==> src/rtl/tsq_pkg.sv <==
// package of constants and types for the square-wave and strobe timer channel
// Behaviour
// - square wave loads first tick, reloads each half
// - even count steps two, reloads after two
// - odd count loads N-1, zero high, two low
// - odd count: high half one tick longer
// - square wave gate trigger reloads next tick
// - square wave count zero only when odd
// - soft strobe: output low one tick at zero
// - soft strobe fires once per count load
// - soft strobe with gate high counts next tick
// - soft strobe gate low holds the count
// - after strobe output high, count wraps on
// - hard strobe started and restarted by trigger
// - hard strobe loads next tick, counts after
// - hard strobe count write waits for trigger
// - square wave gate low stops, forces high
package tsq_pkg;

    // register byte offsets on the bus
    localparam logic [7:0]  TSQ_OFS_CTRL    = 8'h00;
    localparam logic [7:0]  TSQ_OFS_COUNT   = 8'h04;
    localparam logic [7:0]  TSQ_OFS_STATUS  = 8'h08;

    // control register fields
    localparam int          TSQ_CTRL_MODE_LSB = 0;
    localparam int          TSQ_CTRL_BCD_BIT  = 2;
    localparam int          TSQ_CTRL_TWO_BIT  = 3;

    // status register fields (count sits in the low bits)
    localparam int          TSQ_STAT_OUT_BIT  = 16;
    localparam int          TSQ_STAT_RUN_BIT  = 17;
    localparam int          TSQ_STAT_GATE_BIT = 18;

    // documented count width and the square-wave turn point
    localparam int          TSQ_CNT_W         = 16;
    localparam logic [15:0] TSQ_RST_COUNT     = 16'h0000;
    localparam logic [15:0] TSQ_SQ_TURN       = 16'h0002;

    // ahb transfer type encoding
    localparam logic [1:0]  TSQ_HTRANS_NONSEQ = 2'h2;
    localparam logic [1:0]  TSQ_HTRANS_SEQ    = 2'h3;

    // operating modes of the channel
    typedef enum logic [1:0] {
        TSQ_SQUARE,
        TSQ_SOFT_STROBE,
        TSQ_HARD_STROBE
    } tsq_mode_e;

    // address-phase signals of the bus master
    typedef struct packed {
        logic        hsel;
        logic [31:0] haddr;
        logic [1:0]  htrans;
        logic        hwrite;
        logic [2:0]  hsize;
        logic        hready;
    } tsq_ahb_req_s;

endpackage

==> src/rtl/tsq_timer.sv <==
// timer channel: square wave, soft and hard strobe modes behind an ahb-lite slave
//
// Chosen here: the AHB-Lite register port and the placing of the registers.
module tsq_timer #(
    parameter int CNT_W = tsq_pkg::TSQ_CNT_W
) (
    // clock and reset
    input  wire logic                 i_clk,
    input  wire logic                 i_rstn,
    // ahb-lite slave
    input  wire tsq_pkg::tsq_ahb_req_s i_ahb,
    input  wire logic [31:0]          i_hwdata,
    output logic      [31:0]          o_hrdata,
    output logic                      o_hreadyout,
    output logic                      o_hresp,
    // timer pins
    input  wire logic                 i_count_clock_input,
    input  wire logic                 i_gate_trigger_input,
    output logic                      o_timer_output_pin
);
    import tsq_pkg::*;

    // whole state of the channel
    typedef struct packed {
        // bus data phase
        logic             wr_pend;
        logic [7:0]       wr_ofs;
        logic [31:0]      hrdata;
        // configuration
        tsq_mode_e        mode;
        logic             bcd;
        logic             two_byte;
        logic             lo_done;
        // counting
        logic [CNT_W-1:0] latch;
        logic [CNT_W-1:0] cnt;
        logic             pending;
        logic             loaded;
        logic             armed;
        logic             out;
    } tsq_state_s;

    tsq_state_s st_r;
    tsq_state_s st_nxt;

    logic [1:0]       rise;
    logic             tick;
    logic             trig;
    logic             addr_ok;
    logic [CNT_W-1:0] dec_one;
    logic [CNT_W-1:0] dec_two;
    logic [CNT_W-1:0] sq_load;
    logic [CNT_W-1:0] new_cnt;
    logic             count_wr_done;

    if (CNT_W != TSQ_CNT_W) begin : g_chk
        $error("tsq_timer serves a sixteen-bit count only");
    end

    // edges of the count clock and of the gate
    tsq_edge #(
        .W (2)
    ) u_edge (
        .i_clk   (i_clk),
        .i_rstn  (i_rstn),
        .i_level ({i_gate_trigger_input, i_count_clock_input}),
        .o_rise  (rise)
    );

    assign tick = rise[0];
    assign trig = rise[1];

    // decrement by one for strobe modes
    tsq_dec #(
        .W (CNT_W)
    ) u_dec_one (
        .i_val   (st_r.cnt),
        .i_bcd   (st_r.bcd),
        .i_step2 (1'b0),
        .o_val   (dec_one)
    );

    // decrement by two for the square wave
    tsq_dec #(
        .W (CNT_W)
    ) u_dec_two (
        .i_val   (st_r.cnt),
        .i_bcd   (st_r.bcd),
        .i_step2 (1'b1),
        .o_val   (dec_two)
    );

    // odd counts start one lower so each half steps by two
    tsq_dec #(
        .W (CNT_W)
    ) u_dec_odd (
        .i_val   (st_r.latch),
        .i_bcd   (st_r.bcd),
        .i_step2 (1'b0),
        .o_val   (sq_load)
    );

    // a transfer is taken in the address phase only when the bus is ready
    assign addr_ok = i_ahb.hsel && i_ahb.hready
                     && (i_ahb.htrans == TSQ_HTRANS_NONSEQ || i_ahb.htrans == TSQ_HTRANS_SEQ);

    // assemble the count value being written in this data phase
    always_comb begin
        new_cnt       = st_r.latch;
        count_wr_done = 1'b0;
        if (st_r.wr_pend && st_r.wr_ofs == TSQ_OFS_COUNT) begin
            if (st_r.two_byte) begin
                // low byte first, the value counts only after the high byte
                if (st_r.lo_done) begin
                    new_cnt       = {i_hwdata[7:0], st_r.latch[7:0]};
                    count_wr_done = 1'b1;
                end else begin
                    new_cnt = {st_r.latch[CNT_W-1:8], i_hwdata[7:0]};
                end
            end else begin
                new_cnt       = i_hwdata[CNT_W-1:0];
                count_wr_done = 1'b1;
            end
        end
    end

    // next state: bus, then counting, then mode setup which overrides all but the count
    always_comb begin
        st_nxt = st_r;

        // address phase: latch writes, prepare read data now so reads are zero-wait
        st_nxt.wr_pend = addr_ok && i_ahb.hwrite;
        st_nxt.wr_ofs  = i_ahb.haddr[7:0];
        if (addr_ok && !i_ahb.hwrite) begin
            unique case (i_ahb.haddr[7:0])
                TSQ_OFS_CTRL: begin
                    st_nxt.hrdata = '0;
                    st_nxt.hrdata[TSQ_CTRL_MODE_LSB +: 2] = st_r.mode;
                    st_nxt.hrdata[TSQ_CTRL_BCD_BIT]       = st_r.bcd;
                    st_nxt.hrdata[TSQ_CTRL_TWO_BIT]       = st_r.two_byte;
                end
                TSQ_OFS_COUNT: begin
                    st_nxt.hrdata = 32'(st_r.latch);
                end
                TSQ_OFS_STATUS: begin
                    st_nxt.hrdata = 32'(st_r.cnt);
                    st_nxt.hrdata[TSQ_STAT_OUT_BIT]  = st_r.out;
                    st_nxt.hrdata[TSQ_STAT_RUN_BIT]  = st_r.loaded;
                    st_nxt.hrdata[TSQ_STAT_GATE_BIT] = i_gate_trigger_input;
                end
                // unmapped offsets read as zero with an okay answer
                default: begin
                    st_nxt.hrdata = '0;
                end
            endcase
        end

        // count write: square and soft strobe start on the first complete count written after setup
        if (st_r.wr_pend && st_r.wr_ofs == TSQ_OFS_COUNT) begin
            st_nxt.latch = new_cnt;
            if (st_r.two_byte) begin
                st_nxt.lo_done = !st_r.lo_done;
            end
            if (count_wr_done) begin
                unique case (st_r.mode)
                    TSQ_SQUARE: begin
                        // a running square wave picks the value up at its next half
                        if (!st_r.loaded) begin
                            st_nxt.pending = 1'b1;
                        end
                    end
                    TSQ_SOFT_STROBE: begin
                        st_nxt.pending = 1'b1;
                    end
                    TSQ_HARD_STROBE: begin
                        st_nxt.pending = st_r.pending;
                    end
                    default: begin
                        st_nxt.pending = 1'b0;
                    end
                endcase
            end
        end

        // counting per mode
        unique case (st_r.mode)
            TSQ_SQUARE: begin
                if (!i_gate_trigger_input) begin
                    // gate low halts the count and lifts a low output at once
                    st_nxt.out = 1'b1;
                end else if (tick && st_r.pending) begin
                    st_nxt.cnt     = st_r.latch[0] ? sq_load : st_r.latch;
                    st_nxt.pending = 1'b0;
                    st_nxt.loaded  = 1'b1;
                end else if (tick && st_r.loaded) begin
                    // odd counts end the high half at zero, the low half at two
                    if ((st_r.latch[0] && st_r.out && st_r.cnt == '0)
                        || ((!st_r.latch[0] || !st_r.out) && st_r.cnt == TSQ_SQ_TURN)) begin
                        st_nxt.cnt = st_r.latch[0] ? sq_load : st_r.latch;
                        st_nxt.out = !st_r.out;
                    end else begin
                        // even counts step from N to 2, never reaching zero
                        st_nxt.cnt = dec_two;
                    end
                end
                // set wins: a trigger on the loading tick is kept for the next one
                if (trig) begin
                    st_nxt.pending = 1'b1;
                end
            end
            TSQ_SOFT_STROBE, TSQ_HARD_STROBE: begin
                if (tick) begin
                    // a strobe lasts exactly one count clock
                    if (!st_r.out) begin
                        st_nxt.out = 1'b1;
                    end
                    if (st_r.pending) begin
                        // load on this tick, decrement from the next one
                        st_nxt.cnt     = st_r.latch;
                        st_nxt.pending = 1'b0;
                        st_nxt.loaded  = 1'b1;
                        st_nxt.armed   = 1'b1;
                    end else if (st_r.loaded
                                 && (i_gate_trigger_input || st_r.mode == TSQ_HARD_STROBE)) begin
                        // soft strobe holds while gate is low
                        st_nxt.cnt = dec_one;
                        if (st_r.armed && dec_one == '0) begin
                            st_nxt.out   = 1'b0;
                            st_nxt.armed = 1'b0;
                        end
                    end
                end
                // after the tick so a retrigger on a loading tick is not lost
                if (st_r.mode == TSQ_HARD_STROBE && trig) begin
                    st_nxt.pending = 1'b1;
                end
            end
            default: begin
                st_nxt.out = 1'b1;
            end
        endcase

        // mode setup restarts the channel with its output high
        if (st_r.wr_pend && st_r.wr_ofs == TSQ_OFS_CTRL
            && i_hwdata[TSQ_CTRL_MODE_LSB +: 2] != 2'h3) begin
            // switching into square mode needs a count clock since the old count
            st_nxt.mode     = tsq_mode_e'(i_hwdata[TSQ_CTRL_MODE_LSB +: 2]);
            st_nxt.bcd      = i_hwdata[TSQ_CTRL_BCD_BIT];
            st_nxt.two_byte = i_hwdata[TSQ_CTRL_TWO_BIT];
            st_nxt.lo_done  = 1'b0;
            st_nxt.pending  = 1'b0;
            st_nxt.loaded   = 1'b0;
            st_nxt.armed    = 1'b0;
            st_nxt.out      = 1'b1;
        end
    end

    // single register stage for the whole channel
    always_ff @(posedge i_clk) begin
        if (!i_rstn) begin
            st_r          <= '0;
            st_r.mode     <= TSQ_SQUARE;
            st_r.latch    <= TSQ_RST_COUNT;
            st_r.cnt      <= TSQ_RST_COUNT;
            st_r.out      <= 1'b1;
        end else begin
            st_r <= st_nxt;
        end
    end

    // read data and pin straight from the state flops; ready tied high, response tied okay
    assign o_hrdata           = st_r.hrdata;
    assign o_hreadyout        = 1'b1;
    assign o_hresp            = 1'b0;
    assign o_timer_output_pin = st_r.out;
endmodule

==> src/rtl/tsq_edge.sv <==
// rising-edge detector for a group of synchronous inputs
module tsq_edge #(
    parameter int W = 2
) (
    // clock and reset
    input  wire logic         i_clk,
    input  wire logic         i_rstn,
    // levels and their rising edges
    input  wire logic [W-1:0] i_level,
    output logic      [W-1:0] o_rise
);
    import tsq_pkg::*;

    typedef struct packed {
        logic [W-1:0] prev;
    } tsq_edge_s;

    tsq_edge_s st_r;
    tsq_edge_s st_nxt;

    if (W < 1) begin : g_chk
        $error("tsq_edge needs at least one input");
    end

    // remember last level for every input
    always_comb begin
        st_nxt      = st_r;
        st_nxt.prev = i_level;
    end

    always_ff @(posedge i_clk) begin
        if (!i_rstn) begin
            // take the present levels so no false edge follows reset
            st_r.prev <= i_level;
        end else begin
            st_r <= st_nxt;
        end
    end

    // one edge term per input bit
    for (genvar b = 0; b < W; b++) begin : g_bit
        assign o_rise[b] = i_level[b] & ~st_r.prev[b];
    end
endmodule

==> src/rtl/tsq_dec.sv <==
// decrement by one or two in binary or packed decimal, wrapping at zero
module tsq_dec #(
    parameter int W = 16
) (
    // value and controls
    input  wire logic [W-1:0] i_val,
    input  wire logic         i_bcd,
    input  wire logic         i_step2,
    // result
    output logic      [W-1:0] o_val
);
    import tsq_pkg::*;

    localparam int D = W / 4;

    logic [D:0]   borrow;
    logic [W-1:0] bcd_val;
    logic [W-1:0] bin_val;

    if (W < 4 || (W % 4) != 0) begin : g_chk
        $error("tsq_dec width must be a multiple of four");
    end

    // the step enters the lowest digit as its borrow
    assign borrow[0] = 1'b1;
    assign bin_val   = i_val - (i_step2 ? W'(2) : W'(1));

    // one subtractor per decimal digit, borrows ripple upward
    for (genvar d = 0; d < D; d++) begin : g_dig
        logic [4:0] sub;
        logic [4:0] dig;
        assign dig = {1'b0, i_val[4*d +: 4]};
        assign sub = (d == 0) ? (i_step2 ? 5'h02 : 5'h01) : {4'h0, borrow[d]};
        assign borrow[d+1] = dig < sub;
        assign bcd_val[4*d +: 4] = (dig < sub) ? 4'(dig + 5'h0a - sub) : 4'(dig - sub);
    end

    assign o_val = i_bcd ? bcd_val : bin_val;
endmodule

==> config.mk <==
export PLATFORM = sky130hd
export DESIGN_NAME = tsq_timer
export DESIGN_NICKNAME = d
export VERILOG_FILES = /design/src/rtl/tsq_pkg.sv /design/src/rtl/tsq_timer.sv /design/src/rtl/tsq_edge.sv /design/src/rtl/tsq_dec.sv
export SDC_FILE = /design/constraint.sdc
export NUM_CORES = 1
export LEC_CHECK = 0
export BUFFER_PORTS_ARGS = -buffer_cell sky130_fd_sc_hd__buf_2
export CORE_AREA = 2 2 124 126
export DETAILED_ROUTE_END_ITERATION = 8
export DIE_AREA = 0 0 126 128
export GPL_TIMING_DRIVEN = 0
export PLACE_DENSITY = 0.66
export SLEW_MARGIN = 25
export SYNTH_ARGS = -nofsm -noshare
export SYNTH_HDL_FRONTEND = slang
export SYNTH_SLANG_ARGS = --single-unit
export TNS_END_PERCENT = 5
==> constraint.sdc <==
create_clock -name i_clk -period 8.6 [get_ports i_clk]
set_clock_uncertainty 0.15 [all_clocks]
set_input_delay 0.86 -clock i_clk [delete_from_list [all_inputs] [get_ports i_clk]]
set_output_delay 0.86 -clock i_clk [all_outputs]
set_load 0.05 [all_outputs]
==> flow_results.xml, run 1 <==
<?xml version="1.0" encoding="UTF-8"?>
<metrics>
  <group name="status">
    <metric name="status" unit="">finished clean</metric>
  </group>
  <group name="detailed_routing">
    <metric name="ant_nets" unit="">0</metric>
    <metric name="dr.pass1.iters" unit="">5</metric>
    <metric name="route.vias.total" unit="">6578</metric>
    <metric name="wire_per_inst" unit="um">18.5</metric>
    <metric name="route.final.wire_length" unit="um">20700</metric>
    <metric name="drcViolationCount" unit="">0</metric>
    <metric name="initialDrtViolationCount" unit="">540</metric>
    <metric name="post_drt_via_cell_ratio" unit="">5.87</metric>
  </group>
  <group name="yosys">
    <metric name="synth.ff_latch_count" unit="">71</metric>
    <metric name="top_post_synthesis_cells_by_area" unit="">sky130_fd_sc_hd__dfxtp_1 (22%), sky130_fd_sc_hd__ha_1 (12%), sky130_fd_sc_hd__o21ai_0 (4.7%)</metric>
    <metric name="synth_warnings" unit="">0</metric>
    <metric name="synthDistinctLibCells" unit="">78</metric>
    <metric name="synthDominantCellAreaShare" unit="%">21.7</metric>
    <metric name="synth.top_cells.by_count" unit="">sky130_fd_sc_hd__nand2_1 (82), sky130_fd_sc_hd__dfxtp_1 (71), sky130_fd_sc_hd__o21ai_0 (62), sky130_fd_sc_hd__ha_1 (61), sky130_fd_sc_hd__clkbuf_1 (50)</metric>
    <metric name="async_flop_share" unit="%">0</metric>
    <metric name="synth_seq_area_share" unit="%">21.7</metric>
    <metric name="most_frequent_cell_after_synthesis" unit="">sky130_fd_sc_hd__nand2_1</metric>
    <metric name="synthCells" unit="">853</metric>
    <metric name="ys.flop_type" unit="">sky130_fd_sc_hd__dfxtp_1</metric>
    <metric name="synth.avg_cell_area" unit="um^2">7.67</metric>
    <metric name="syn_std_cell_area" unit="um^2">6540</metric>
    <metric name="yosys.area.top_type" unit="">sky130_fd_sc_hd__dfxtp_1</metric>
    <metric name="synth_edf_count" unit="">0</metric>
  </group>
  <group name="setup_path">
    <metric name="crit_path_top_delay_cell" unit="">sky130_fd_sc_hd__or3b_2</metric>
    <metric name="crit_path_required_time" unit="ns">8.71</metric>
    <metric name="critical_path.cell_chain" unit="">clkbuf_1 -&gt; inv_1 -&gt; ha_1 -&gt; or3b_2 -&gt; clkbuf_1 -&gt; inv_1 -&gt; ha_1 -&gt; ha_1 -&gt; nor3b_1 -&gt; ha_1 -&gt; ha_1 -&gt; or3b_2 -&gt; inv_1 -&gt; ha_1 -&gt; ha_1 -&gt; nor3b_1 -&gt; o21a_1 -&gt; nor2_1 -&gt; a211oi_1 -&gt; nand3_1 -&gt; a41oi_1</metric>
    <metric name="slowest_delay" unit="ns">0.52</metric>
    <metric name="critical_path_class" unit="">reg2reg</metric>
    <metric name="critPathLaunchType" unit="">flip-flop</metric>
    <metric name="worst_r2r_startpoint" unit="">st_r[5]</metric>
    <metric name="critical_path.max_fanout" unit="">10</metric>
    <metric name="reg2regPathDepth" unit="">21</metric>
    <metric name="timing.critical_path.to_type" unit="">flip-flop</metric>
    <metric name="endpoint_of_the_worst_slack_reg_to_reg_timing_path" unit="">st_r[19]</metric>
    <metric name="worst-endpoint-arrival" unit="ns">6.30</metric>
    <metric name="worst-r2r-setup-slack" unit="ns">2.41</metric>
    <metric name="path_common_cell" unit="">sky130_fd_sc_hd__ha_1</metric>
  </group>
  <group name="clocking">
    <metric name="cts_max_level" unit="">3</metric>
    <metric name="buffers_inserted_by_post_cts_timing_repair" unit="">0</metric>
    <metric name="post_cts_hold_buffer_count" unit="">0</metric>
    <metric name="root_buffer_cell" unit="">sky130_fd_sc_hd__clkbuf_16</metric>
    <metric name="cts_buf_count" unit="">9</metric>
    <metric name="clock_sink_count" unit="">71</metric>
    <metric name="clkTransAtPathRegs" unit="ns">0.07</metric>
    <metric name="tritoncts" unit="">yes</metric>
    <metric name="cts_repair_resize_count" unit="">0</metric>
    <metric name="ctsLongestPathBuffers" unit="">2</metric>
    <metric name="insertion_delay" unit="ns">0.35</metric>
  </group>
  <group name="place">
    <metric name="globalplace.congestion" unit="">0.946</metric>
    <metric name="portBuffers" unit="">50</metric>
    <metric name="dp_hpwl" unit="um">15800</metric>
  </group>
  <group name="global_routing">
    <metric name="number_of_antenna_violations_at_the_first_check_in_global_routing" unit="">0</metric>
    <metric name="first_global_vias" unit="">6001</metric>
    <metric name="grt_first_pass_wirelength" unit="um">32000</metric>
    <metric name="grt_start_max_net_pins" unit="">15</metric>
    <metric name="globalRouteTotalUtil" unit="%">25.1</metric>
    <metric name="grt-ovfl-total" unit="">0</metric>
  </group>
  <group name="floorplan">
    <metric name="num_io_pins" unit="">111</metric>
    <metric name="start_util" unit="%">44.0</metric>
    <metric name="floorplan.die.width" unit="um">126</metric>
    <metric name="design.die.area" unit="um^2">16100</metric>
    <metric name="num_rows" unit="">45</metric>
    <metric name="core_region_area" unit="um^2">14900</metric>
    <metric name="die_y" unit="um">128</metric>
  </group>
  <group name="sta">
    <metric name="max_freq" unit="GHz">0.162</metric>
    <metric name="setup-tns-final" unit="ns">0</metric>
    <metric name="finalCriticalPeriod" unit="ns">6.19</metric>
    <metric name="timing.final.max_slew_violations" unit="">0</metric>
    <metric name="unrepaired_setup_endpoints_after_global_routing" unit="">no</metric>
    <metric name="max_slew_margin" unit="%">31.1</metric>
    <metric name="report.final.setup_viol" unit="">0</metric>
    <metric name="timing.hold.ws" unit="ns">0.318</metric>
    <metric name="worst_pin_slew" unit="ns">1.03</metric>
    <metric name="layout_worst_path_cycle_share" unit="%">72.0</metric>
    <metric name="timing_hold_violations_final" unit="">0</metric>
  </group>
  <group name="worst_hold_path">
    <metric name="worst_hold_path.num_cells" unit="">2</metric>
    <metric name="min_delay_worst_endpoint" unit="">o_hrdata[18]</metric>
    <metric name="min-delay-path-class" unit="">reg2reg</metric>
    <metric name="worstHoldStart" unit="">o_hrdata[18]</metric>
  </group>
  <group name="layout">
    <metric name="nNetsFinal" unit="">1064</metric>
    <metric name="drive_gt1_share" unit="%">14.8</metric>
    <metric name="area.growth.synth_to_final" unit="%">13.6</metric>
    <metric name="insertedDiodeCount" unit="">0</metric>
    <metric name="utilization" unit="%">50.0</metric>
  </group>
  <group name="power">
    <metric name="power.static_leakage" unit="nW">3.12</metric>
    <metric name="peakVddDrop" unit="mV">0.110</metric>
    <metric name="pwr_density_cell" unit="nW/um^2">138</metric>
  </group>
  <group name="run">
    <metric name="maxCapViolCount" unit="">0</metric>
  </group>
</metrics>
state kept, by name, indices dropped and copies added (netlist names):
| name | count |
|---|---|
| o_timer_output_pin | 1 |
| o_hrdata | 19 |
| st_r | 49 |
| u_edge.st_r | 2 |
kinds of logic after synthesis:
| logic type | Yosys count | synth area share (%) |
|---|---|---|
| AND/OR/NAND/NOR | 277 | 22.4 |
| AO/OA/AOI/OAI | 243 | 25.4 |
| XOR/XNOR | 30 | 4.02 |
| adder cells (fa/ha/maj) | 61 | 11.7 |
| flip-flops | 71 | 21.7 |
| multiplexers | 27 | 4.15 |
| other | 2 | 0.115 |
| buffers and inverters | 142 | 10.5 |
cell type report:
| type | instances | area (um^2) |
|---|---|---|
| Buffer | 93 | 504 |
| Clock buffer | 9 | 225 |
| Clock inverter | 7 | 128 |
| Fill cell | 1510 | 7430 |
| Inverter | 49 | 184 |
| Multi-Input combinational cell | 653 | 4480 |
| Sequential cell | 71 | 1420 |
| Tap cell | 188 | 235 |
| Timing Repair Buffer | 50 | 250 |
through the flow:
| stage | power (mW) | worst slack [ns] | instances | instance area, um^2 |
|---|---|---|---|---|
| global placement | 0.571 | 2.61 | 1104 | 7080 |
| detailed placement | 0.572 | 2.57 | 1104 | 7080 |
| global route | 1.06 | 2.02 | 1120 | 7430 |
| CTS | 1.02 | 2.52 | 1120 | 7430 |
| floorplan | 0.515 | 3.67 | 866 | 6590 |
| finish | 1.03 | 2.41 | 1120 | 7430 |
per-layer routing:
metal	wire (um)	up-vias	track usage, %
met5	0	-	0
met4	744	0	10.3
met3	1710	58	4.72
met2	9310	303	39.7
met1	8930	3047	33.8
li1	-	3170	-
placed cells by master, fill, tap and decap left out, types with 11 or more instances in the layout:
cell type / netlist / final
sky130_fd_sc_hd__nand2_1: 82 / 82
sky130_fd_sc_hd__nand3_1: 19 / 19
sky130_fd_sc_hd__nor4_1: 11 / 11
sky130_fd_sc_hd__clkbuf_1: 50 / 50
sky130_fd_sc_hd__a22oi_1: 12 / 12
sky130_fd_sc_hd__buf_4: 34 / 34
sky130_fd_sc_hd__inv_1: 48 / 48
sky130_fd_sc_hd__nor3b_1: 14 / 14
sky130_fd_sc_hd__buf_2: 4 / 54
sky130_fd_sc_hd__nor2b_1: 19 / 19
sky130_fd_sc_hd__nor3_1: 12 / 12
sky130_fd_sc_hd__nor2_1: 43 / 43
sky130_fd_sc_hd__and2_1: 31 / 31
sky130_fd_sc_hd__ha_1: 61 / 61
sky130_fd_sc_hd__o21ai_0: 62 / 62
sky130_fd_sc_hd__a21oi_1: 46 / 46
sky130_fd_sc_hd__a31oi_1: 12 / 12
sky130_fd_sc_hd__dfxtp_1: 71 / 71
sky130_fd_sc_hd__xnor2_1: 21 / 21
sky130_fd_sc_hd__o211ai_1: 20 / 20
sky130_fd_sc_hd__mux2i_1: 26 / 26
sky130_fd_sc_hd__conb_1: 2 / 15
power by group:
group,internal [mW],switching [mW],leakage [nW],total [mW]
registers,0.334,0.00623,0.576,0.340
clock network,0.288,0.168,0.173,0.456
logic,0.0922,0.139,2.37,0.232
total,0.715,0.313,3.12,1.03
critical path: cells and delay by family, from the launching register on:
family / cells / cell delay, ns
flops: 1 / 0.39
buf+inv: 5 / 0.97
compound gates: 3 / 0.89
simple gates: 6 / 1.90
fa+ha+maj: 7 / 1.78
worst max-delay path by stage:
stage          startpoint       end  cells after the start
3_3_place_gp      st_r[5]  st_r[19]                     21
6_report          st_r[5]  st_r[19]                     21
3_5_place_dp      st_r[5]  st_r[19]                     21
4_1_cts           st_r[5]  st_r[19]                     21
2_1_floorplan     st_r[5]  st_r[19]                     21
5_1_grt           st_r[5]   st_r[1]                     21
(Power assumes the default switching activity.)
==> inputs of run 2 (changes only) <==
ABC_AREA = 1   (was default)
PLACE_DENSITY = 0.69   (was 0.66)
clock period = 5.34 ns   (was 8.6 ns; I/O delays follow)
==> flow_results.xml, run 2 <==
<?xml version="1.0" encoding="UTF-8"?>
<metrics>
  <group name="layout">
    <metric name="nNetsFinal" unit="">1205</metric>
    <metric name="utilization" unit="%">49.9</metric>
    <metric name="top_register" unit="">st_r</metric>
    <metric name="n_fill_cell" unit="">1537</metric>
    <metric name="largest_register_ff_count" unit="">49</metric>
    <metric name="most-common-layout-cells" unit="">sky130_fd_sc_hd__nand2_1 (217), sky130_fd_sc_hd__inv_1 (97), sky130_fd_sc_hd__a21oi_1 (82)</metric>
    <metric name="layout.cells.most_common" unit="">sky130_fd_sc_hd__nand2_1</metric>
    <metric name="drive_gt1_share" unit="%">14.9</metric>
    <metric name="insertedDiodeCount" unit="">0</metric>
    <metric name="area.growth.synth_to_final" unit="%">13.2</metric>
  </group>
  <group name="place">
    <metric name="globalplace.congestion" unit="">0.975</metric>
    <metric name="portBuffers" unit="">50</metric>
    <metric name="dp_hpwl" unit="um">15900</metric>
  </group>
  <group name="worst_hold_path">
    <metric name="min-delay-path-class" unit="">in2reg</metric>
    <metric name="worst_hold_path.num_cells" unit="">1</metric>
    <metric name="worstHoldStart" unit="">i_count_clock_input</metric>
    <metric name="min_delay_worst_endpoint" unit="">u_edge.st_r[0]</metric>
  </group>
  <group name="detailed_routing">
    <metric name="route.vias.total" unit="">6946</metric>
    <metric name="route.final.wire_length" unit="um">20100</metric>
    <metric name="initialDrtViolationCount" unit="">807</metric>
    <metric name="ant_nets" unit="">0</metric>
    <metric name="post_drt_via_cell_ratio" unit="">5.51</metric>
    <metric name="drcViolationCount" unit="">0</metric>
    <metric name="wire_per_inst" unit="um">15.9</metric>
    <metric name="dr.pass1.iters" unit="">6</metric>
  </group>
  <group name="power">
    <metric name="cellInternalPower" unit="mW">1.09</metric>
    <metric name="share_seq_of_total_power" unit="%">33.7</metric>
    <metric name="combPwrFrac" unit="%">24.9</metric>
    <metric name="peakVddDrop" unit="mV">0.170</metric>
    <metric name="power.static_leakage" unit="nW">3.65</metric>
    <metric name="p_sw_share" unit="%">33.0</metric>
    <metric name="power.switching" unit="mW">0.539</metric>
    <metric name="pwr-share-clk" unit="%">41.4</metric>
    <metric name="pwr_density_cell" unit="nW/um^2">220</metric>
  </group>
  <group name="yosys">
    <metric name="synth.top_cells.by_count" unit="">sky130_fd_sc_hd__nand2_1 (217), sky130_fd_sc_hd__inv_1 (97), sky130_fd_sc_hd__a21oi_1 (82), sky130_fd_sc_hd__o21ai_0 (80)</metric>
    <metric name="synth_seq_area_share" unit="%">21.7</metric>
    <metric name="syn_std_cell_area" unit="um^2">6550</metric>
    <metric name="top_post_synthesis_cells_by_area" unit="">sky130_fd_sc_hd__dfxtp_1 (22%), sky130_fd_sc_hd__nand2_1 (12%), sky130_fd_sc_hd__ha_1 (12%)</metric>
    <metric name="synth.ff_latch_count" unit="">71</metric>
    <metric name="synthCells" unit="">994</metric>
    <metric name="synthDominantCellAreaShare" unit="%">21.7</metric>
    <metric name="ys.flop_type" unit="">sky130_fd_sc_hd__dfxtp_1</metric>
    <metric name="async_flop_share" unit="%">0</metric>
    <metric name="synth_edf_count" unit="">0</metric>
    <metric name="synthDistinctLibCells" unit="">51</metric>
    <metric name="most_frequent_cell_after_synthesis" unit="">sky130_fd_sc_hd__nand2_1</metric>
    <metric name="synth_warnings" unit="">0</metric>
    <metric name="synth.avg_cell_area" unit="um^2">6.59</metric>
    <metric name="yosys.area.top_type" unit="">sky130_fd_sc_hd__dfxtp_1</metric>
  </group>
  <group name="global_routing">
    <metric name="globalRouteTotalUtil" unit="%">24.5</metric>
    <metric name="globalRoute.busiestLayer" unit="">met2</metric>
    <metric name="grt_start_max_net_pins" unit="">15</metric>
    <metric name="first_global_vias" unit="">6138</metric>
    <metric name="number_of_antenna_violations_at_the_first_check_in_global_routing" unit="">0</metric>
    <metric name="grt-ovfl-total" unit="">0</metric>
    <metric name="grt_first_pass_wirelength" unit="um">31600</metric>
    <metric name="gr-usage-met3" unit="%">3.67</metric>
    <metric name="globalRouteMet1Util" unit="%">34.0</metric>
    <metric name="groute.layer.met2.usage" unit="%">40.5</metric>
  </group>
  <group name="setup_path">
    <metric name="endpoint_of_the_worst_slack_reg_to_reg_timing_path" unit="">o_timer_output_pin</metric>
    <metric name="critical_path.max_fanout" unit="">6</metric>
    <metric name="worst-endpoint-arrival" unit="ns">4.78</metric>
    <metric name="critical_path_class" unit="">reg2reg</metric>
    <metric name="worst_r2r_startpoint" unit="">st_r[5]</metric>
    <metric name="crit_path_required_time" unit="ns">5.43</metric>
    <metric name="reg2regPathDepth" unit="">25</metric>
    <metric name="critPathLaunchType" unit="">flip-flop</metric>
    <metric name="timing.critical_path.to_type" unit="">flip-flop</metric>
    <metric name="worst-r2r-setup-slack" unit="ns">0.64</metric>
    <metric name="slowest_delay" unit="ns">0.37</metric>
    <metric name="path_common_cell" unit="">sky130_fd_sc_hd__nand2_1</metric>
    <metric name="crit_path_top_delay_cell" unit="">sky130_fd_sc_hd__dfxtp_1</metric>
  </group>
  <group name="floorplan">
    <metric name="num_io_pins" unit="">111</metric>
    <metric name="num_rows" unit="">45</metric>
    <metric name="core_region_area" unit="um^2">14900</metric>
    <metric name="die_y" unit="um">128</metric>
    <metric name="start_util" unit="%">44.1</metric>
    <metric name="floorplan.die.width" unit="um">126</metric>
    <metric name="design.die.area" unit="um^2">16100</metric>
  </group>
  <group name="clocking">
    <metric name="tritoncts" unit="">yes</metric>
    <metric name="post_cts_hold_buffer_count" unit="">0</metric>
    <metric name="clkTransAtPathRegs" unit="ns">0.06</metric>
    <metric name="cts_buf_count" unit="">9</metric>
    <metric name="clock_sink_count" unit="">71</metric>
    <metric name="cts_max_level" unit="">3</metric>
    <metric name="buffers_inserted_by_post_cts_timing_repair" unit="">0</metric>
    <metric name="ctsLongestPathBuffers" unit="">2</metric>
    <metric name="cts_repair_resize_count" unit="">0</metric>
    <metric name="insertion_delay" unit="ns">0.35</metric>
    <metric name="root_buffer_cell" unit="">sky130_fd_sc_hd__clkbuf_16</metric>
  </group>
  <group name="sta">
    <metric name="worst_pin_slew" unit="ns">0.735</metric>
    <metric name="report.final.setup_viol" unit="">0</metric>
    <metric name="max_freq" unit="GHz">0.213</metric>
    <metric name="finalCriticalPeriod" unit="ns">4.70</metric>
    <metric name="setup-tns-final" unit="ns">0</metric>
    <metric name="timing_hold_violations_final" unit="">0</metric>
    <metric name="layout_worst_path_cycle_share" unit="%">88.0</metric>
    <metric name="max_slew_margin" unit="%">51.0</metric>
    <metric name="timing.final.max_slew_violations" unit="">0</metric>
    <metric name="unrepaired_setup_endpoints_after_global_routing" unit="">no</metric>
  </group>
  <group name="run">
    <metric name="maxCapViolCount" unit="">0</metric>
  </group>
  <group name="status">
    <metric name="status" unit="">finished clean</metric>
  </group>
</metrics>
run 2: changes by cell type in the layout (fill, tap and decap cells not counted), moves of 15 or more:
cell,delta
sky130_fd_sc_hd__and2_1,-31
sky130_fd_sc_hd__mux2i_1,-26
sky130_fd_sc_hd__clkbuf_1,-33
sky130_fd_sc_hd__o22ai_1,+15
sky130_fd_sc_hd__a21oi_1,+36
sky130_fd_sc_hd__xnor2_1,-17
sky130_fd_sc_hd__nor2b_1,-19
sky130_fd_sc_hd__nor2_1,+23
sky130_fd_sc_hd__o21ai_0,+18
sky130_fd_sc_hd__nand3_1,+52
sky130_fd_sc_hd__nand2_1,+135
sky130_fd_sc_hd__xor2_1,+17
sky130_fd_sc_hd__inv_1,+49
run 2: logic make-up (layout without fill, tap and decap cells):
kind of cell / count (synthesis) / in the layout / share of synthesized area (%)
AND/OR/NAND/NOR: 405 / 405 / 28.0
XOR/XNOR: 30 / 30 / 4.01
adder cells (fa/ha/maj): 61 / 61 / 11.7
AO/OA/AOI/OAI: 246 / 246 / 21.7
buffers and inverters: 179 / 245 / 12.8
other: 2 / 15 / 0.115
flip-flops: 71 / 71 / 21.7
run 2: layer usage:
metal	wire length (um)	vias to the layer above
met5	0	-
met4	347	0
met1	9190	3214
met3	1280	28
met2	9270	263
li1	-	3441
run 2: cell type report:
cell class / instances / area [um^2] / share of cell area (%)
buffer: 67 / 418 / 5.64
clock inverter: 7 / 103 / 1.38
tap: 188 / 235 / 3.17
clock buffer: 9 / 225 / 3.04
sequential: 71 / 1420 / 19.2
timing repair buffer: 50 / 250 / 3.38
inverter: 112 / 420 / 5.67
multi-input combinational: 757 / 4340 / 58.5
run 2: per-stage QoR:
stage | cells | total power, mW | area (um^2) | hold slack (ns) | setup slack (ns)
global route | 1261 | 1.70 | 7410 | 0.157 | 0.216
CTS | 1261 | 1.63 | 7410 | 0.158 | 0.699
detailed placement | 1245 | 0.958 | 7080 | 0.307 | 0.712
finish | 1261 | 1.63 | 7410 | 0.159 | 0.642
global placement | 1245 | 0.952 | 7080 | 0.304 | 0.769
floorplan | 1007 | 0.860 | 6600 | 0.290 | 1.61
run 2: worst max path at each step:
stage                  from            endpoint  cells past startpoint
CTS                 st_r[5]  o_timer_output_pin                     24
detailed placement  st_r[5]  o_timer_output_pin                     24
global route        st_r[5]  o_timer_output_pin                     24
global placement    st_r[5]  o_timer_output_pin                     24
floorplan           st_r[5]  o_timer_output_pin                     24
finish              st_r[5]  o_timer_output_pin                     25
run 2: worst max-delay path: cells and delay by family (launching register included):
family	cells	cell delay (ns)
xor+xnor	1	0.08
simple gates	13	1.46
flops	1	0.37
buf+inv	3	0.46
fa+ha+maj	7	1.87
compound gates	1	0.17
run 2: power by group through the flow:
stage	clock network [mW]	logic (mW)	registers (mW)
5_1_grt	0.699	0.451	0.551
4_1_cts	0.677	0.398	0.550
2_1_floorplan	0	0.300	0.560
3_3_place_gp	0	0.391	0.561
3_5_place_dp	0	0.397	0.562
6_report	0.677	0.406	0.550
==> inputs of run 3 (changes only) <==
CELL_PAD_IN_SITES_DETAIL_PLACEMENT = 0   (was default)
CELL_PAD_IN_SITES_GLOBAL_PLACEMENT = 1   (was default)
CORE_AREA = 2 2 137 139   (was 2 2 124 126)
DIE_AREA = 0 0 139 141   (was 0 0 126 128)
PLACE_DENSITY = 0.78   (was 0.69)
==> flow_results.xml, run 3 (same netlist as run 2, synthesis figures left out) <==
<?xml version="1.0" encoding="UTF-8"?>
<metrics>
  <group name="sta">
    <metric name="max_freq" unit="GHz">0.213</metric>
    <metric name="max_slew_margin" unit="%">45.3</metric>
    <metric name="timing_hold_violations_final" unit="">0</metric>
    <metric name="report.final.setup_viol" unit="">0</metric>
    <metric name="finalWorstSetupSlack" unit="ns">0.655</metric>
    <metric name="timing.final.max_slew_violations" unit="">0</metric>
    <metric name="finalCriticalPeriod" unit="ns">4.68</metric>
    <metric name="unrepaired_setup_endpoints_after_global_routing" unit="">no</metric>
    <metric name="worst_pin_slew" unit="ns">0.820</metric>
    <metric name="layout_worst_path_cycle_share" unit="%">87.7</metric>
    <metric name="setup-tns-final" unit="ns">0</metric>
    <metric name="timing.hold.ws" unit="ns">0.163</metric>
  </group>
  <group name="clocking">
    <metric name="clkTransAtPathRegs" unit="ns">0.06</metric>
    <metric name="tritoncts" unit="">yes</metric>
    <metric name="insertion_delay" unit="ns">0.33</metric>
    <metric name="ctsLongestPathBuffers" unit="">2</metric>
    <metric name="post_cts_hold_buffer_count" unit="">0</metric>
    <metric name="root_buffer_cell" unit="">sky130_fd_sc_hd__clkbuf_16</metric>
    <metric name="cts_max_level" unit="">3</metric>
    <metric name="clock_sink_count" unit="">71</metric>
    <metric name="cts_repair_resize_count" unit="">0</metric>
    <metric name="cts_buf_count" unit="">9</metric>
    <metric name="buffers_inserted_by_post_cts_timing_repair" unit="">0</metric>
  </group>
  <group name="layout">
    <metric name="most-common-layout-cells" unit="">sky130_fd_sc_hd__nand2_1 (217), sky130_fd_sc_hd__inv_1 (97), sky130_fd_sc_hd__a21oi_1 (82)</metric>
    <metric name="top_register" unit="">st_r</metric>
    <metric name="nNetsFinal" unit="">1205</metric>
    <metric name="largest_register_ff_count" unit="">49</metric>
    <metric name="stdcell_count" unit="">1306</metric>
    <metric name="layout.cells.most_common" unit="">sky130_fd_sc_hd__nand2_1</metric>
    <metric name="finalInstanceArea" unit="um^2">7440</metric>
    <metric name="drive_gt1_share" unit="%">14.8</metric>
    <metric name="insertedDiodeCount" unit="">0</metric>
    <metric name="n_fill_cell" unit="">2026</metric>
    <metric name="area.growth.synth_to_final" unit="%">13.6</metric>
  </group>
  <group name="worst_hold_path">
    <metric name="worstHoldStart" unit="">i_count_clock_input</metric>
    <metric name="worst_hold_path.num_cells" unit="">1</metric>
    <metric name="min-delay-path-class" unit="">in2reg</metric>
    <metric name="min_delay_worst_endpoint" unit="">u_edge.st_r[0]</metric>
  </group>
  <group name="place">
    <metric name="detailed_place.area" unit="um^2">7140</metric>
    <metric name="globalplace.congestion" unit="">0.938</metric>
    <metric name="pre_cts_slack" unit="ns">0.747</metric>
    <metric name="dp_hpwl" unit="um">17400</metric>
    <metric name="placed_cells_incl_taps" unit="">1291</metric>
    <metric name="portBuffers" unit="">50</metric>
  </group>
  <group name="floorplan">
    <metric name="design.die.area" unit="um^2">19600</metric>
    <metric name="num_rows" unit="">50</metric>
    <metric name="die_y" unit="um">141</metric>
    <metric name="core_region_area" unit="um^2">18300</metric>
    <metric name="num_io_pins" unit="">111</metric>
    <metric name="start_util" unit="%">35.8</metric>
    <metric name="floorplan.die.width" unit="um">139</metric>
  </group>
  <group name="power">
    <metric name="power.static_leakage" unit="nW">3.64</metric>
    <metric name="pwr_density_cell" unit="nW/um^2">211</metric>
    <metric name="share_seq_of_total_power" unit="%">35.1</metric>
    <metric name="power.switching" unit="mW">0.514</metric>
    <metric name="pwr-share-clk" unit="%">38.7</metric>
    <metric name="cellInternalPower" unit="mW">1.05</metric>
    <metric name="peakVddDrop" unit="mV">0.122</metric>
    <metric name="p_sw_share" unit="%">32.8</metric>
    <metric name="combPwrFrac" unit="%">26.2</metric>
  </group>
  <group name="detailed_routing">
    <metric name="dr.pass1.iters" unit="">5</metric>
    <metric name="ant_nets" unit="">0</metric>
    <metric name="initialDrtViolationCount" unit="">592</metric>
    <metric name="drcViolationCount" unit="">0</metric>
    <metric name="post_drt_via_cell_ratio" unit="">5.24</metric>
    <metric name="route.final.wire_length" unit="um">21600</metric>
    <metric name="route.vias.total" unit="">6841</metric>
    <metric name="wire_per_inst" unit="um">16.5</metric>
  </group>
  <group name="run">
    <metric name="maxCapViolCount" unit="">0</metric>
  </group>
  <group name="setup_path">
    <metric name="critPathLaunchType" unit="">flip-flop</metric>
    <metric name="reg2regPathDepth" unit="">24</metric>
    <metric name="worst_r2r_startpoint" unit="">st_r[5]</metric>
    <metric name="critical_path.max_fanout" unit="">6</metric>
    <metric name="critPathLaunch" unit="">st_r[5]</metric>
    <metric name="endpoint_of_the_worst_slack_reg_to_reg_timing_path" unit="">o_timer_output_pin</metric>
    <metric name="timing.critical_path.to_type" unit="">flip-flop</metric>
    <metric name="worst-r2r-setup-slack" unit="ns">0.66</metric>
    <metric name="critical_path_class" unit="">reg2reg</metric>
    <metric name="crit_path_required_time" unit="ns">5.42</metric>
    <metric name="worst-endpoint-arrival" unit="ns">4.76</metric>
  </group>
  <group name="global_routing">
    <metric name="globalRouteTotalUtil" unit="%">21.8</metric>
    <metric name="number_of_antenna_violations_at_the_first_check_in_global_routing" unit="">0</metric>
    <metric name="grt_start_max_net_pins" unit="">13</metric>
    <metric name="grt_first_pass_wirelength" unit="um">33800</metric>
    <metric name="grt-ovfl-total" unit="">0</metric>
    <metric name="first_global_vias" unit="">6187</metric>
  </group>
  <group name="status">
    <metric name="status" unit="">finished clean</metric>
  </group>
</metrics>
## run 3: changes by cell type in the layout (fill, tap and decap cells not counted), sizes merged
cell,previous run,this run
inv,114,112
clkbuf,26,27
clkinvlp,1,0
clkinv,2,4
bufinv,2,1
## run 3: worst max path at each step
stage,endpoint,slack [ns],cells after the start
global placement,o_timer_output_pin,0.78,24
global route,o_timer_output_pin,0.31,24
finish,o_timer_output_pin,0.66,24
detailed placement,o_timer_output_pin,0.75,24
CTS,o_timer_output_pin,0.73,24
floorplan,o_timer_output_pin,1.61,24
## run 3: layout make-up
| type | count | area (um^2) | share of cell area (%) |
|---|---|---|---|
| multi-input combinational | 757 | 4340 | 58.3 |
| sequential | 71 | 1420 | 19.1 |
| inverter | 112 | 420 | 5.65 |
| buffer | 67 | 418 | 5.62 |
| tap | 234 | 293 | 3.94 |
| timing repair buffer | 50 | 250 | 3.36 |
| clock buffer | 10 | 239 | 3.21 |
| clock inverter | 5 | 57.6 | 0.774 |
## run 3: power by group through the flow
stage,registers [mW],logic [mW],clock network [mW]
after detailed placement,0.561,0.401,0
after floorplan,0.560,0.300,0
after global placement,0.561,0.399,0
final,0.550,0.411,0.605
after global routing,0.551,0.455,0.640
after CTS,0.549,0.403,0.618
## run 3: critical path, stage by stage (launching register included)
cell,delay (ns)
sky130_fd_sc_hd__dfxtp_1,0.37
sky130_fd_sc_hd__inv_1,0.26
sky130_fd_sc_hd__ha_1,0.31
sky130_fd_sc_hd__inv_1,0.13
sky130_fd_sc_hd__nor2_8,0.17
sky130_fd_sc_hd__ha_1,0.28
sky130_fd_sc_hd__ha_1,0.24
sky130_fd_sc_hd__nand2_1,0.12
sky130_fd_sc_hd__inv_1,0.10
sky130_fd_sc_hd__ha_1,0.28
sky130_fd_sc_hd__ha_1,0.24
sky130_fd_sc_hd__nand2_2,0.08
sky130_fd_sc_hd__nor2_2,0.20
sky130_fd_sc_hd__ha_1,0.29
sky130_fd_sc_hd__ha_1,0.22
sky130_fd_sc_hd__nand3_1,0.15
sky130_fd_sc_hd__xor2_1,0.20
sky130_fd_sc_hd__o21ai_2,0.27
sky130_fd_sc_hd__nand2_1,0.09
sky130_fd_sc_hd__nor2_1,0.16
sky130_fd_sc_hd__nand2_1,0.08
sky130_fd_sc_hd__nand2_1,0.07
sky130_fd_sc_hd__nand2_1,0.05
sky130_fd_sc_hd__nand2_1,0.05
sky130_fd_sc_hd__nand2_1,0.04
## run 3: metal layers
metal	GRT usage, %	share of wire (%)	up-vias	wire length (um)
li1	-	-	3433	-
met1	30.1	46	3122	10000
met2	35.2	45	255	9630
met3	2.38	6.0	31	1300
met4	7.71	2.9	0	632
met5	0	0	-	0
## run 3: metrics by stage
stage | util, % | power [mW]
floorplan | - | 0.860
global placement | 39.1 | 0.960
detailed placement | 39.1 | 0.962
CTS | 40.7 | 1.57
global route | 40.7 | 1.65
finish | 40.7 | 1.57
